--- src/ckgmo_consts.svh ---
// Purpose: Offsets, field positions, reset values and timing for the clock controller
// Assumes: Included by bare name from every design file that needs it
// Notes:   Definitions only
`ifndef CKGMO_CONSTS_SVH
`define CKGMO_CONSTS_SVH

// Register byte addresses
`define CKGMO_ADDR_SCER      32'h400E_0400
`define CKGMO_ADDR_SCDR      32'h400E_0404
`define CKGMO_ADDR_SCSR      32'h400E_0408
`define CKGMO_ADDR_PCER      32'h400E_0410
`define CKGMO_ADDR_PCDR      32'h400E_0414
`define CKGMO_ADDR_PCSR      32'h400E_0418
`define CKGMO_ADDR_MOR       32'h400E_0420
`define CKGMO_ADDR_STAT      32'h400E_0468
`define CKGMO_ADDR_WPMR      32'h400E_04E4

// Programmable output bits sit at 8..10
`define CKGMO_PROG_LSB       8
`define CKGMO_PROG_NUM       3

// Oscillator register fields
`define CKGMO_MOR_XTEN       0
`define CKGMO_MOR_XTBY       1
`define CKGMO_MOR_WAIT       2
`define CKGMO_MOR_RCEN       3
`define CKGMO_MOR_RCF_LSB    4
`define CKGMO_MOR_XTST_LSB   8
`define CKGMO_MOR_KEY_LSB    16
`define CKGMO_MOR_SEL        24
`define CKGMO_MOR_CFD        25
`define CKGMO_MOR_XT32       26
`define CKGMO_MOR_KEY        8'h37

// Status and protect fields
`define CKGMO_STAT_XTRDY     0
`define CKGMO_STAT_RCRDY     1
`define CKGMO_WPMR_EN        0

// Reset values
`define CKGMO_RST_RCEN       1'b1
`define CKGMO_RST_RCF        3'h0
`define CKGMO_RST_ZERO32     32'h0000_0000

// Timing
`define CKGMO_CLK_HZ         40000000
`define CKGMO_SLOW_HZ        32768
`define CKGMO_XT_MULT        8
`define CKGMO_RC_STARTUP_SLOW 8

// AXI responses
`define CKGMO_RESP_OKAY      2'h0
`define CKGMO_RESP_DECERR    2'h3

`endif

--- src/ckgmo_pkg.sv ---
// Purpose: Types shared by the clock controller files
// Assumes: Nothing
// Notes:   Constants live in ckgmo_consts.svh
package ckgmo_pkg;

   // Register selected by an address
   typedef enum {
      CKGMO_REG_NONE,
      CKGMO_REG_SCER,
      CKGMO_REG_SCDR,
      CKGMO_REG_SCSR,
      CKGMO_REG_PCER,
      CKGMO_REG_PCDR,
      CKGMO_REG_PCSR,
      CKGMO_REG_MOR,
      CKGMO_REG_STAT,
      CKGMO_REG_WPMR
   } ckgmo_reg_t;

   // RC oscillator frequency codes
   typedef enum logic [2:0] {
      CKGMO_RC_12MHZ = 3'h0,
      CKGMO_RC_8MHZ  = 3'h1,
      CKGMO_RC_4MHZ  = 3'h2
   } ckgmo_rcfreq_t;

   // Write channel state
   typedef enum {
      CKGMO_WR_COLLECT,
      CKGMO_WR_RESP
   } ckgmo_wr_state_t;

endpackage : ckgmo_pkg

--- src/ckgmo_clock_ctrl.sv ---
// Purpose: Clock gating and main oscillator control behind an AXI4-Lite slave
// Assumes: One clock at 40 MHz, synchronous active-low reset
// Notes:   Slow clock ticks come from a divider of clk
// Behaviour
// - Ones written to output-disable bits 8..10 stop those outputs
// - Protected registers ignore writes while the write-protect bit is set
// - Output-state bits read one while the matching output runs
// - Ones written to enable bits 8..31 start those peripheral clocks
// - Bits for absent peripherals change nothing
// - Ones written to disable bits stop those peripheral clocks
// - Peripheral-state bits read one while that clock runs
// - Oscillator writes apply only with key 0x37 in bits 16..23
// - Crystal ready rises only after the programmed start-up wait
// - Bypass sets crystal ready at once
// - Clearing crystal enable and bypass clears crystal ready
// - Writing one to bit 2 requests wait mode; bit is write-only
// - RC ready rises after RC start-up; clearing the enable stops it
// - Crystal start-up wait is field value times eight slow ticks
// - Source select picks crystal when one, RC when zero
// - RC codes 0, 1, 2 select 12, 8 and 4 MHz
`timescale 1ns/100ps
`default_nettype none
`include "ckgmo_consts.svh"
module ckgmo_clock_ctrl #(
   parameter int          SLOW_DIV    = `CKGMO_CLK_HZ / `CKGMO_SLOW_HZ,
   parameter logic [31:0] PERIPH_MASK = 32'hFFFF_FF00,
   parameter int          RC_STARTUP  = `CKGMO_RC_STARTUP_SLOW
) (
   input  wire logic                 clk,
   input  wire logic                 reset_n,
   input  wire logic [31:0]          s_axi_awaddr,
   input  wire logic                 s_axi_awvalid,
   output logic                      s_axi_awready,
   input  wire logic [31:0]          s_axi_wdata,
   input  wire logic [3:0]           s_axi_wstrb,
   input  wire logic                 s_axi_wvalid,
   output logic                      s_axi_wready,
   output logic [1:0]                s_axi_bresp,
   output logic                      s_axi_bvalid,
   input  wire logic                 s_axi_bready,
   input  wire logic [31:0]          s_axi_araddr,
   input  wire logic                 s_axi_arvalid,
   output logic                      s_axi_arready,
   output logic [31:0]               s_axi_rdata,
   output logic [1:0]                s_axi_rresp,
   output logic                      s_axi_rvalid,
   input  wire logic                 s_axi_rready,
   output logic [2:0]                progOutRun,
   output logic [31:0]               periphClockBit,
   output logic                      crystalEnable,
   output logic                      crystalBypass,
   output logic                      rcOscEnable,
   output ckgmo_pkg::ckgmo_rcfreq_t  rcFreqSelect,
   output logic                      mainSourceSelect,
   output logic                      clockFailDetectEnable,
   output logic                      slowCrystalMonitorEnable,
   output logic                      crystalReadyFlag,
   output logic                      rcReadyFlag,
   output logic                      enterSleepCmd,
   output logic                      writeProtectOn
);
   localparam int XTW = 11;

   if (SLOW_DIV < 2 || SLOW_DIV > 65535) begin : g_chk_div
      $error("SLOW_DIV out of range");
   end
   if (PERIPH_MASK[7:0] != 8'h00) begin : g_chk_mask
      $error("Peripheral bits 0..7 do not exist");
   end
   if (RC_STARTUP < 1 || RC_STARTUP > 2047) begin : g_chk_rc
      $error("RC_STARTUP out of range");
   end

   // Address decode shared by read and write paths
   function automatic ckgmo_pkg::ckgmo_reg_t regDecode(input logic [31:0] a);
      if (a == `CKGMO_ADDR_SCER) regDecode = ckgmo_pkg::CKGMO_REG_SCER;
      else if (a == `CKGMO_ADDR_SCDR) regDecode = ckgmo_pkg::CKGMO_REG_SCDR;
      else if (a == `CKGMO_ADDR_SCSR) regDecode = ckgmo_pkg::CKGMO_REG_SCSR;
      else if (a == `CKGMO_ADDR_PCER) regDecode = ckgmo_pkg::CKGMO_REG_PCER;
      else if (a == `CKGMO_ADDR_PCDR) regDecode = ckgmo_pkg::CKGMO_REG_PCDR;
      else if (a == `CKGMO_ADDR_PCSR) regDecode = ckgmo_pkg::CKGMO_REG_PCSR;
      else if (a == `CKGMO_ADDR_MOR) regDecode = ckgmo_pkg::CKGMO_REG_MOR;
      else if (a == `CKGMO_ADDR_STAT) regDecode = ckgmo_pkg::CKGMO_REG_STAT;
      else if (a == `CKGMO_ADDR_WPMR) regDecode = ckgmo_pkg::CKGMO_REG_WPMR;
      else regDecode = ckgmo_pkg::CKGMO_REG_NONE;
   endfunction : regDecode

   ckgmo_pkg::ckgmo_wr_state_t wrState_ff;
   logic                       awHeld_ff;
   logic                       wHeld_ff;
   logic [31:0]                awAddr_ff;
   logic [31:0]                wData_ff;
   logic [3:0]                 wStrb_ff;
   logic [1:0]                 bResp_ff;
   logic [31:0]                rData_ff;
   logic [1:0]                 rResp_ff;
   logic                       rValid_ff;
   logic [2:0]                 progOut_ff;
   logic [31:0]                periph_ff;
   logic                       xtEn_ff;
   logic                       xtBy_ff;
   logic                       rcEn_ff;
   logic [2:0]                 rcFreq_ff;
   logic [7:0]                 xtStart_ff;
   logic                       srcSel_ff;
   logic                       clock_fail_detect_enable_ff;
   logic                       xt32Mon_ff;
   logic                       sleep_ff;
   logic                       wProt_ff;
   logic [15:0]                slowCnt_ff;
   logic                       slowTick_ff;
   logic                       xtReady;
   logic                       rcReady;

   // Write decode
   logic                       wrDo;
   ckgmo_pkg::ckgmo_reg_t      wrReg;
   logic [31:0]                wMask;
   logic [31:0]                wEff;
   logic                       wrOpen;
   logic                       wrScer;
   logic                       wrScdr;
   logic                       wrPcer;
   logic                       wrPcdr;
   logic                       wrMor;
   logic                       morKeyOk;
   logic [31:0]                morRead;
   logic [31:0]                morNew;
   logic [31:0]                statRead;
   assign wrDo     = (wrState_ff == ckgmo_pkg::CKGMO_WR_COLLECT) && awHeld_ff && wHeld_ff;
   assign wrReg    = regDecode(awAddr_ff);
   assign wMask    = {{8{wStrb_ff[3]}}, {8{wStrb_ff[2]}}, {8{wStrb_ff[1]}}, {8{wStrb_ff[0]}}};
   assign wEff     = wData_ff & wMask;
   assign wrOpen   = wrDo && !wProt_ff;
   assign wrScer   = wrOpen && (wrReg == ckgmo_pkg::CKGMO_REG_SCER);
   assign wrScdr   = wrOpen && (wrReg == ckgmo_pkg::CKGMO_REG_SCDR);
   assign wrPcer   = wrOpen && (wrReg == ckgmo_pkg::CKGMO_REG_PCER);
   assign wrPcdr   = wrOpen && (wrReg == ckgmo_pkg::CKGMO_REG_PCDR);
   assign morKeyOk = wEff[`CKGMO_MOR_KEY_LSB +: 8] == `CKGMO_MOR_KEY;
   assign wrMor    = wrOpen && (wrReg == ckgmo_pkg::CKGMO_REG_MOR) && morKeyOk;
   // Unstrobed bytes keep their old contents
   assign morNew   = (morRead & ~wMask) | wEff;

   // Oscillator register image; key and wait bits read zero
   assign morRead = {5'h00, xt32Mon_ff, clock_fail_detect_enable_ff, srcSel_ff, 8'h00, xtStart_ff,
                     1'b0, rcFreq_ff, rcEn_ff, 1'b0, xtBy_ff, xtEn_ff};
   assign statRead = {30'h0000_0000, rcReady, xtReady};

   // Read decode
   ckgmo_pkg::ckgmo_reg_t      rdReg;
   logic [31:0]                rdMux;
   logic [31:0]                progWord;
   assign rdReg    = regDecode(s_axi_araddr);
   assign progWord = {21'h00_0000, progOut_ff, 8'h00};
   // Write-only registers read zero
   assign rdMux = (rdReg == ckgmo_pkg::CKGMO_REG_SCSR) ? progWord :
                  (rdReg == ckgmo_pkg::CKGMO_REG_PCSR) ? periph_ff :
                  (rdReg == ckgmo_pkg::CKGMO_REG_MOR)  ? morRead :
                  (rdReg == ckgmo_pkg::CKGMO_REG_STAT) ? statRead :
                  (rdReg == ckgmo_pkg::CKGMO_REG_WPMR) ? {31'h0000_0000, wProt_ff} :
                  `CKGMO_RST_ZERO32;

   // Channel handshakes; one write and one read in flight at most
   assign s_axi_awready = (wrState_ff == ckgmo_pkg::CKGMO_WR_COLLECT) && !awHeld_ff;
   assign s_axi_wready  = (wrState_ff == ckgmo_pkg::CKGMO_WR_COLLECT) && !wHeld_ff;
   assign s_axi_bvalid  = (wrState_ff == ckgmo_pkg::CKGMO_WR_RESP);
   assign s_axi_bresp   = bResp_ff;
   assign s_axi_arready = !rValid_ff;
   assign s_axi_rvalid  = rValid_ff;
   assign s_axi_rdata   = rData_ff;
   assign s_axi_rresp   = rResp_ff;

   // Write address and data may arrive in either order
   always_ff @(posedge clk) begin
      if (!reset_n) begin
         wrState_ff <= ckgmo_pkg::CKGMO_WR_COLLECT;
         awHeld_ff  <= 1'b0;
         wHeld_ff   <= 1'b0;
         awAddr_ff  <= `CKGMO_RST_ZERO32;
         wData_ff   <= `CKGMO_RST_ZERO32;
         wStrb_ff   <= 4'h0;
         bResp_ff   <= `CKGMO_RESP_OKAY;
      end else begin
         case (wrState_ff)
            ckgmo_pkg::CKGMO_WR_COLLECT: begin
               if (s_axi_awvalid && s_axi_awready) begin
                  awHeld_ff <= 1'b1;
                  awAddr_ff <= s_axi_awaddr;
               end
               if (s_axi_wvalid && s_axi_wready) begin
                  wHeld_ff <= 1'b1;
                  wData_ff <= s_axi_wdata;
                  wStrb_ff <= s_axi_wstrb;
               end
               if (wrDo) begin
                  awHeld_ff  <= 1'b0;
                  wHeld_ff   <= 1'b0;
                  wrState_ff <= ckgmo_pkg::CKGMO_WR_RESP;
                  bResp_ff   <= (wrReg == ckgmo_pkg::CKGMO_REG_NONE) ?
                                `CKGMO_RESP_DECERR : `CKGMO_RESP_OKAY;
               end
            end
            ckgmo_pkg::CKGMO_WR_RESP: begin
               if (s_axi_bready) begin
                  wrState_ff <= ckgmo_pkg::CKGMO_WR_COLLECT;
               end
            end
            default: wrState_ff <= ckgmo_pkg::CKGMO_WR_COLLECT;
         endcase
      end
   end

   // Read answer one cycle after the address is taken
   always_ff @(posedge clk) begin
      if (!reset_n) begin
         rValid_ff <= 1'b0;
         rData_ff  <= `CKGMO_RST_ZERO32;
         rResp_ff  <= `CKGMO_RESP_OKAY;
      end else if (s_axi_arvalid && s_axi_arready) begin
         rValid_ff <= 1'b1;
         rData_ff  <= rdMux;
         rResp_ff  <= (rdReg == ckgmo_pkg::CKGMO_REG_NONE) ?
                      `CKGMO_RESP_DECERR : `CKGMO_RESP_OKAY;
      end else if (s_axi_rready) begin
         rValid_ff <= 1'b0;
      end
   end

   // Programmable outputs; a disable beats nothing since one write hits one register
   for (genvar gi = 0; gi < `CKGMO_PROG_NUM; gi++) begin : g_prog
      always_ff @(posedge clk) begin
         if (!reset_n) begin
            progOut_ff[gi] <= 1'b0;
         end else if (wrScdr && wEff[`CKGMO_PROG_LSB + gi]) begin
            progOut_ff[gi] <= 1'b0;
         end else if (wrScer && wEff[`CKGMO_PROG_LSB + gi]) begin
            progOut_ff[gi] <= 1'b1;
         end
      end
   end

   // Peripheral gates; absent peripherals stay off for good
   for (genvar gp = 0; gp < 32; gp++) begin : g_pid
      if (PERIPH_MASK[gp]) begin : g_on
         always_ff @(posedge clk) begin
            if (!reset_n) begin
               periph_ff[gp] <= 1'b0;
            end else if (wrPcer && wEff[gp]) begin
               periph_ff[gp] <= 1'b1;
            end else if (wrPcdr && wEff[gp]) begin
               periph_ff[gp] <= 1'b0;
            end
         end
      end else begin : g_off
         always_ff @(posedge clk) begin
            periph_ff[gp] <= 1'b0;
         end
      end
   end

   // Oscillator controls; a wrong key drops the whole word
   always_ff @(posedge clk) begin
      if (!reset_n) begin
         xtEn_ff    <= 1'b0;
         xtBy_ff    <= 1'b0;
         rcEn_ff    <= `CKGMO_RST_RCEN;
         rcFreq_ff  <= `CKGMO_RST_RCF;
         xtStart_ff <= 8'h00;
         srcSel_ff  <= 1'b0;
         clock_fail_detect_enable_ff   <= 1'b0;
         xt32Mon_ff <= 1'b0;
         sleep_ff   <= 1'b0;
      end else begin
         sleep_ff <= wrMor && wEff[`CKGMO_MOR_WAIT];
         if (wrMor) begin
            xtEn_ff    <= morNew[`CKGMO_MOR_XTEN];
            xtBy_ff    <= morNew[`CKGMO_MOR_XTBY];
            rcEn_ff    <= morNew[`CKGMO_MOR_RCEN];
            rcFreq_ff  <= morNew[`CKGMO_MOR_RCF_LSB +: 3];
            xtStart_ff <= morNew[`CKGMO_MOR_XTST_LSB +: 8];
            srcSel_ff  <= morNew[`CKGMO_MOR_SEL];
            clock_fail_detect_enable_ff   <= morNew[`CKGMO_MOR_CFD];
            xt32Mon_ff <= morNew[`CKGMO_MOR_XT32];
         end
      end
   end

   // Write protect is never itself protected
   always_ff @(posedge clk) begin
      if (!reset_n) begin
         wProt_ff <= 1'b0;
      end else if (wrDo && wrReg == ckgmo_pkg::CKGMO_REG_WPMR && wStrb_ff[0]) begin
         wProt_ff <= wData_ff[`CKGMO_WPMR_EN];
      end
   end

   // Slow clock tick from clk; cheaper than a second domain
   always_ff @(posedge clk) begin
      if (!reset_n) begin
         slowCnt_ff  <= 16'h0000;
         slowTick_ff <= 1'b0;
      end else if (slowCnt_ff == 16'(SLOW_DIV - 1)) begin
         slowCnt_ff  <= 16'h0000;
         slowTick_ff <= 1'b1;
      end else begin
         slowCnt_ff  <= slowCnt_ff + 16'h0001;
         slowTick_ff <= 1'b0;
      end
   end

   // Start-up timers; bypass only reaches the crystal side
   logic [XTW-1:0] xtTarget;
   assign xtTarget = XTW'(xtStart_ff) * XTW'(`CKGMO_XT_MULT);

   ckgmo_startup_timer #(.TW(XTW)) u_xt_timer (
      .clk      (clk),
      .reset_n  (reset_n),
      .enable   (xtEn_ff),
      .bypass   (xtBy_ff),
      .slowTick (slowTick_ff),
      .target   (xtTarget),
      .ready    (xtReady)
   );

   ckgmo_startup_timer #(.TW(XTW)) u_rc_timer (
      .clk      (clk),
      .reset_n  (reset_n),
      .enable   (rcEn_ff),
      .bypass   (1'b0),
      .slowTick (slowTick_ff),
      .target   (XTW'(RC_STARTUP)),
      .ready    (rcReady)
   );

   // Outputs
   assign progOutRun               = progOut_ff;
   assign periphClockBit           = periph_ff;
   assign crystalEnable            = xtEn_ff;
   assign crystalBypass            = xtBy_ff;
   assign rcOscEnable              = rcEn_ff;
   assign rcFreqSelect             = ckgmo_pkg::ckgmo_rcfreq_t'(rcFreq_ff);
   assign mainSourceSelect         = srcSel_ff;
   assign clockFailDetectEnable    = clock_fail_detect_enable_ff;
   assign slowCrystalMonitorEnable = xt32Mon_ff;
   assign crystalReadyFlag         = xtReady;
   assign rcReadyFlag              = rcReady;
   assign enterSleepCmd            = sleep_ff;
   assign writeProtectOn           = wProt_ff;
endmodule : ckgmo_clock_ctrl
`default_nettype wire

--- src/ckgmo_startup_timer.sv ---
// Purpose: Oscillator start-up wait counted in slow-clock ticks
// Assumes: slowTick is a one-cycle pulse on clk
// Notes:   Bypass makes ready at once
`timescale 1ns/100ps
`default_nettype none
module ckgmo_startup_timer #(
   parameter int TW = 11
) (
   input  wire logic          clk,
   input  wire logic          reset_n,
   input  wire logic          enable,
   input  wire logic          bypass,
   input  wire logic          slowTick,
   input  wire logic [TW-1:0] target,
   output logic               ready
);
   logic [TW-1:0] count_ff;
   logic          enPrev_ff;
   logic          ready_ff;

   if (TW < 1) begin : g_chk
      $error("TW must be at least 1");
   end

   assign ready = ready_ff;

   // Restart on every enable edge so a stale count never leaks through
   always_ff @(posedge clk) begin
      if (!reset_n) begin
         count_ff  <= '0;
         ready_ff  <= 1'b0;
         enPrev_ff <= 1'b0;
      end else begin
         enPrev_ff <= enable;
         if (bypass) begin
            ready_ff <= 1'b1;
            count_ff <= '0;
         end else if (!enable || !enPrev_ff) begin
            ready_ff <= 1'b0;
            count_ff <= '0;
         end else if (!ready_ff && count_ff >= target) begin
            ready_ff <= 1'b1;
         end else if (!ready_ff && slowTick) begin
            count_ff <= count_ff + TW'(1);
         end
      end
   end
endmodule : ckgmo_startup_timer
`default_nettype wire

--- config.mk ---
export PLATFORM = sky130hd
export DESIGN_NAME = ckgmo_clock_ctrl
export DESIGN_NICKNAME = d
export VERILOG_FILES = /design/src/ckgmo_pkg.sv /design/src/ckgmo_clock_ctrl.sv /design/src/ckgmo_startup_timer.sv
export VERILOG_INCLUDE_DIRS = /design/src
export SDC_FILE = /design/constraint.sdc
export NUM_CORES = 1
export LEC_CHECK = 0
export BUFFER_PORTS_ARGS = -buffer_cell sky130_fd_sc_hd__buf_2
export CAP_MARGIN = 20
export CORE_MARGIN = 1
export CORE_UTILIZATION = 50
export DETAILED_ROUTE_END_ITERATION = 12
export HOLD_SLACK_MARGIN = 0.02
export PLACE_DENSITY = 0.79
export SLEW_MARGIN = 20
export SYNTH_ARGS = -nofsm -noshare
export SYNTH_HDL_FRONTEND = slang
export SYNTH_SLANG_ARGS = --single-unit
--- constraint.sdc ---
create_clock -name clk -period 3.12 [get_ports clk]
set_input_delay 0.312 -clock clk [delete_from_list [all_inputs] [get_ports clk]]
set_output_delay 0.312 -clock clk [all_outputs]
set_load 0.02 [all_outputs]
[Word-level counts from Yosys, hierarchy flattened]
Cells that the tools add are included.
Word-level totals
  flip-flop bits (word level): 228
  latch bits: 0
  bits in writable memories: 0
  ROM bits: 0
  bits of input ports: 107
  word-level logic and storage cells: 321
  memories: 0
Cells by class
  $add $sub $neg: 3
  $mul: 0
  div/mod/pow operators: 0
  magnitude comparators: 2
  equal/unequal tests: 35
  shift operators: 0
  muxes and demuxes: 86
  bitwise operators: 7
  reductions and logical operators: 133
Operators by type and width (number)
  $eq A32 B31 Y1 const B: 18
  $eq A32 B4 Y1 const B: 5
  $logic_not A32 Y1: 4
  $mux W32: 4
  $eq A32 B5 Y1 const B: 3
  $logic_and A1 B1 Y1: 75
  $mux W4: 18
  $eq A32 B2 Y1 const B: 2
  $eq A32 B3 Y1 const B: 2
  $pmux W32 S2: 1
  $mux W1: 59
  $reduce_bool A2 Y1: 27
  $and A32 B32 Y32: 1
  $eq A32 B1 Y1 const B: 1
  $and A27 B27 Y27: 1
  $mux W27: 1
  $not A27 Y27: 1
  $or A27 B27 Y27: 1
  $add A11 B1 Y11 const B: 2
  $add A16 B1 Y16 const B: 1
  $eq A16 B11 Y1 const B: 1
  $reduce_and A2 Y1: 8
  $ge A11 B11 Y1: 1
  $ge A11 B4 Y1 const B: 1
  9 further kinds: 28

[Logic depth before layout (Yosys ltp)]
  depth after elaboration: 16
  mapped depth: 10
  mapped depth without buffers: 8

[By module]
Synthesis repeated with hierarchy kept, for this count alone.
Unflattened totals
  cell total of the unflattened synthesis: 1073
  area, all modules: 8942.3 um^2
Modules (own cells, without submodules)
  ckgmo_clock_ctrl: times used 1, cells each 848, area each 7080.5 um^2, sequential area each 3323.2 um^2
  ckgmo_startup_timer at u_rc_timer: times used 1, cells each 109, area each 934.6 um^2, sequential area each 260.2 um^2
  ckgmo_startup_timer at u_xt_timer: times used 1, cells each 116, area each 927.1 um^2, sequential area each 260.2 um^2

[Worst setup path after synthesis]
OpenSTA, ideal clock, no wires.
  path kind: flip-flop to flip-flop
  start point: register wrState_ff[0]
  end point: register (tool-made name)
  library setup time: 0.072 ns
  arrival time: 1.940 ns
  data required time: 3.048 ns
  path slack: 1.108 ns
  stages on the path, launching flop included: 9
  period minus slack after synthesis: 2.012 ns
  cells stage by stage: dfxtp_1 -> and3b_1 -> buf_4 -> nand2b_4 -> or4_4 -> nor2_4 -> and2_1 -> buf_6 -> mux2i_1
RTL lines
  from (decl): line ckgmo_clock_ctrl.sv:88  | ckgmo_pkg::ckgmo_wr_state_t wrState_ff;
  from (signal assigned): line ckgmo_clock_ctrl.sv:176  | wrState_ff <= ckgmo_pkg::CKGMO_WR_COLLECT;
  from (signal assigned): line ckgmo_clock_ctrl.sv:198  | wrState_ff <= ckgmo_pkg::CKGMO_WR_RESP;
  from (signal assigned): line ckgmo_clock_ctrl.sv:205  | wrState_ff <= ckgmo_pkg::CKGMO_WR_COLLECT;

==> results.md <==
- The flow ran to the end, and the final reports show no timing, DRC or antenna violations.
- The number of sinks driven by the clock tree is 192.
- The utilization after layout is 0.6148.
- The area of the placeable core is 16120 µm².
- Measured in cells, the most critical reg-to-reg path has a length of 6.
- The synthesized netlist cell count is 1015.
- Counting flops with an async set or reset pin after synthesis yields a share of 0.
- The worst-case clock buffer depth is 2.
- The power share of the sequential group is 0.506.
- The count of maximum capacitance violations is 0.
- The dominant combinational cell family by area after synthesis is simple AND/OR/NAND/NOR gates.
- The number of pins exceeding their max-slew limit in the final report is 0.
- Fill cells in the final layout number 1433.
- Setup repair after global routing left no endpoint under its margin.
- The critical path goes through or3b_2, a21oi_1, o2111ai_1, nor2_4, and2_1, mux2i_1.
- The path type of the worst min-delay path is primary input to register.
- The post-route worst hold slack is 0.05638 ns.
- Measured against the total synthesized area, the mux share comes to 0.02403.
- The CTS tree is yes.
- The total congestion overflow is 0.
- The design draws 5.126 mW.
- In the global route stage, overall resource usage came out at 0.2439.
- The clock insertion delay at the later pin of the skew report is 0.43 ns.
- The tree is rooted in a sky130_fd_sc_hd__clkbuf_16.
- In this run the tightest slew margin relative to its limit is 0.3306.
- Cell internal power was estimated by the tool at 3.869 mW.
- The warning count from the yosys run is 0.
- In the final design database the tool counted 1283 nets.
- The starting utilization of the core area is 0.5202.
- The final worst-path cycle share is 0.8069.
- The count of cells along the worst hold path is 2.
- The largest driver fanout on the critical path is 14.
- The area growth from synthesis to final layout is 18.19%.
- Of the total synthesized cell area, the portion taken by full adders, half adders and majority gates is 0.01940.
- The worst setup path is launched from a register.
- In this run the most critical hold path is launched from s_axi_rready.
- Post-CTS timing repair inserted 0 buffers for setup.
- VDD sags by at most 0.4295 mV.
- Averaged over all synthesized cells, the footprint is 8.259 µm².
- The number of optimization iterations in the first detailed-route pass is 7.
- The sum of negative setup slack is 0 ns.
- The wire length per cell after detailed routing is 14.89 µm.
- The fraction of final layout cells sized beyond drive strength 1 is 0.2168.
- The die covers 17290 µm².
- Of the total power, the clock network draws 0.416.
- The number of port buffers is 184.
- Setup violations remaining at the end of the flow were counted as 0.
- The finished layout holds 1393 standard cells, fillers aside.
- Data on the critical path is required at its endpoint by 3.48 ns.
- Of the total power, combinational logic draws 0.078.
- In this run the critical register-to-register path is launched from awAddr_ff[5].
- In this design, the stage delay of the slowest critical-path cell is 0.57 ns.
- Hold repair after CTS inserted 0 buffers.
- The synthesized netlist occupies a cell area of 8383 µm².
- The fraction of the mapped netlist area in simple logic gates is 0.2878.
- The worst-margin pin slew is 1.004 ns.
- The worst hold path terminates at s_axi_rvalid.
- During I/O placement, the number of pins put on the boundary was 196.
- The final hold violation count came to 0.
- After detailed routing, the number of remaining DRC violations is 0.
- The worst register-to-register path has a setup slack of 0.60 ns.
- The dominant cell by count in the synthesized netlist is sky130_fd_sc_hd__nand2_1.
- The global-route wire length before repair is 34.18 mm.
- The count of routing violations after the opening detailed-route iteration is 451.
- The number of buffers created by CTS is 17.
- The post-synthesis compound-gate area fraction was 0.1382.
- The clock-pin transition on the worst setup and hold timing paths is 0.07 ns.
- The worst setup path is captured at a register.
- CTS built an H-tree with a depth of 4.
- Broken down by cell family, the worst path's largest delay share belongs to simple AND/OR/NAND/NOR gates.
- Summing all flip-flop and latch instances after layout gives 3844 µm².
- Of the total synthesized cell area, the portion taken by XOR and XNOR cells is 0.01672.
- From bottom edge to top edge, the die measures 131.5 µm.
- The count of different cell masters after synthesis is 72.
- Of the synthesized area, sequential elements account for 0.4585.
- The largest individual stage delay along the critical path comes from the cell sky130_fd_sc_hd__dfxtp_1.
- After synthesis the netlist holds a flip-flop and latch count of 192.
- The number of antenna violations at the first check in global routing is 2.
- Yosys attributes the largest share of cell area to sky130_fd_sc_hd__dfxtp_1 46%, sky130_fd_sc_hd__nand2_1 10%, sky130_fd_sc_hd__a21oi_1 6.7%, sky130_fd_sc_hd__nor2_1 2.9%, sky130_fd_sc_hd__nand3_1 2.5%.
- The placed instance count is 1360.
- The share of synthesized area in the top cell type comes to 0.4585.
- Summing all multi-input logic gate instances after layout gives 4126 µm².
- The via count of the first global-routing pass is 7027.
- Once detailed placement completed, the half-perimeter wirelength came to 14.53 mm.
- The die outline width is 131.5 µm.
- In this run the power spent charging and discharging nets is 1.257 mW.
- The ratio of total power to cell area is 517.3 nW/µm².
- The synthesized design contains 0 enable-type register cells.
- The critical path contains buffers and inverters numbering 0 combined.
- At the end of routability-driven placement, the weighted congestion stood at 0.8490.
- The timing-limited maximum frequency is 397.2 MHz.
- Once detail routing completed, the nets flagged for antenna violations numbered 0.
- Among all flip-flop cells after synthesis, the most frequent one is sky130_fd_sc_hd__dfxtp_1.
- By count the netlist is led by 234 x sky130_fd_sc_hd__nand2_1, 192 x sky130_fd_sc_hd__dfxtp_1, 113 x sky130_fd_sc_hd__a21oi_1.
- For the finished layout, the period the worst path requires is 2.517 ns.
- The critical path is of the register to register type.
- The detailed-route wire length is 20.74 mm.
- On the final layout, the worst clock skew is 0.007455 ns.
- The cell taking the most area after synthesis is sky130_fd_sc_hd__dfxtp_1.
- In the routed layout, each cell is associated on average with a via count of 5.378.
- Data on the critical path arrives at its endpoint at 2.87 ns.
- The post-cts gate resize count is 0.
- Of the total power, the share spent switching nets is 0.2452.
- The overall via count from detail_route is 7492.
- The maximum number of pins on one net before global-route repair is 68.
- The leakage dissipation is 3.951 nW.
- The number of rows in the core area is 46.
-- cells in the final DEF (no fill, tap or decap), types with 6 or more instances in the layout --
cell	netlist	routed
sky130_fd_sc_hd__nand2_1	234	233
sky130_fd_sc_hd__dfxtp_1	192	192
sky130_fd_sc_hd__buf_2	13	184
sky130_fd_sc_hd__a21oi_1	113	113
sky130_fd_sc_hd__nor2_1	64	64
sky130_fd_sc_hd__nand3_1	42	42
sky130_fd_sc_hd__o21ai_0	28	27
sky130_fd_sc_hd__a22oi_1	25	25
sky130_fd_sc_hd__inv_1	22	21
sky130_fd_sc_hd__mux2i_1	19	19
sky130_fd_sc_hd__clkbuf_16	0	17
sky130_fd_sc_hd__and2_1	15	15
sky130_fd_sc_hd__nor4_1	15	15
sky130_fd_sc_hd__nor3_1	13	13
sky130_fd_sc_hd__nand4_1	13	13
sky130_fd_sc_hd__ha_1	13	13
sky130_fd_sc_hd__xor2_1	10	10
sky130_fd_sc_hd__conb_1	1	10
sky130_fd_sc_hd__and3_1	9	9
sky130_fd_sc_hd__nor2b_1	9	8
sky130_fd_sc_hd__buf_4	15	8
sky130_fd_sc_hd__or3_1	7	7
sky130_fd_sc_hd__o31ai_1	6	6
sky130_fd_sc_hd__nor4b_1	6	6
sky130_fd_sc_hd__xnor2_1	6	6
-- cell families (layout without fill, tap and decap cells) --
logic type | Yosys count | in the layout
adders and majority gates | 13 | 13
muxes | 20 | 20
and+or+nand+nor | 480 | 480
DFF | 192 | 192
buffers and inverters | 95 | 247
other | 1 | 11
AOI/OAI and AO/OA | 198 | 198
xor gates and xnor gates | 16 | 16
-- power groups by stage --
stage | clock network [mW] | registers (mW) | logic, mW
finish | 2.13 | 2.59 | 0.402
global route | 2.26 | 2.60 | 0.447
CTS | 2.17 | 2.59 | 0.402
detailed placement | 0 | 2.65 | 0.399
global placement | 0 | 2.64 | 0.394
floorplan | 0 | 2.62 | 0.285
-- through the flow --
step	setup WS, ns	area (µm²)
2_1_floorplan	1.108	8417
3_3_place_gp	0.7010	9324
3_5_place_dp	0.6485	9324
4_1_cts	0.6308	9903
5_1_grt	0.4839	9906
6_report	0.6026	9908
-- flip-flops by register name, indices dropped and copies added, names as in the netlist, 3 cells and up, named ones only --
signal               flops
periphClockBit          24
wStrb_ff                 4
slowCnt_ff              16
awAddr_ff               32
wData_ff                31
progOutRun               3
u_rc_timer.count_ff     11
s_axi_rdata             30
u_xt_timer.count_ff     11
-- how the worst max path moves through the flow --
stage                    end  cells past startpoint           from
finish              register                      6   awAddr_ff[5]
global route        register                      6   awAddr_ff[5]
CTS                 register                      6       wHeld_ff
detailed placement  register                      6       wHeld_ff
global placement    register                      6       wHeld_ff
floorplan           register                      8  wrState_ff[0]
-- final cells by class --
class                      instances  share of cell area
multi-input combinational        737              0.4165
sequential                       192              0.3879
timing repair buffer             193              0.1010
clock buffer                      18             0.04432
tap                              216             0.02728
clock inverter                    14             0.01414
inverter                          22            0.008587
antenna                            1           0.0002526
-- per-layer routing --
layer,part of all wire,vias up,wire (µm),global-route usage
met1,0.44,3464,9161,0.3060
met4,0.019,0,395,0.08979
met2,0.48,221,9881,0.4027
met5,0,-,0,0
met3,0.063,30,1303,0.06096
li1,-,3777,-,-
No activity file was read; power rests on OpenSTA's default activity.
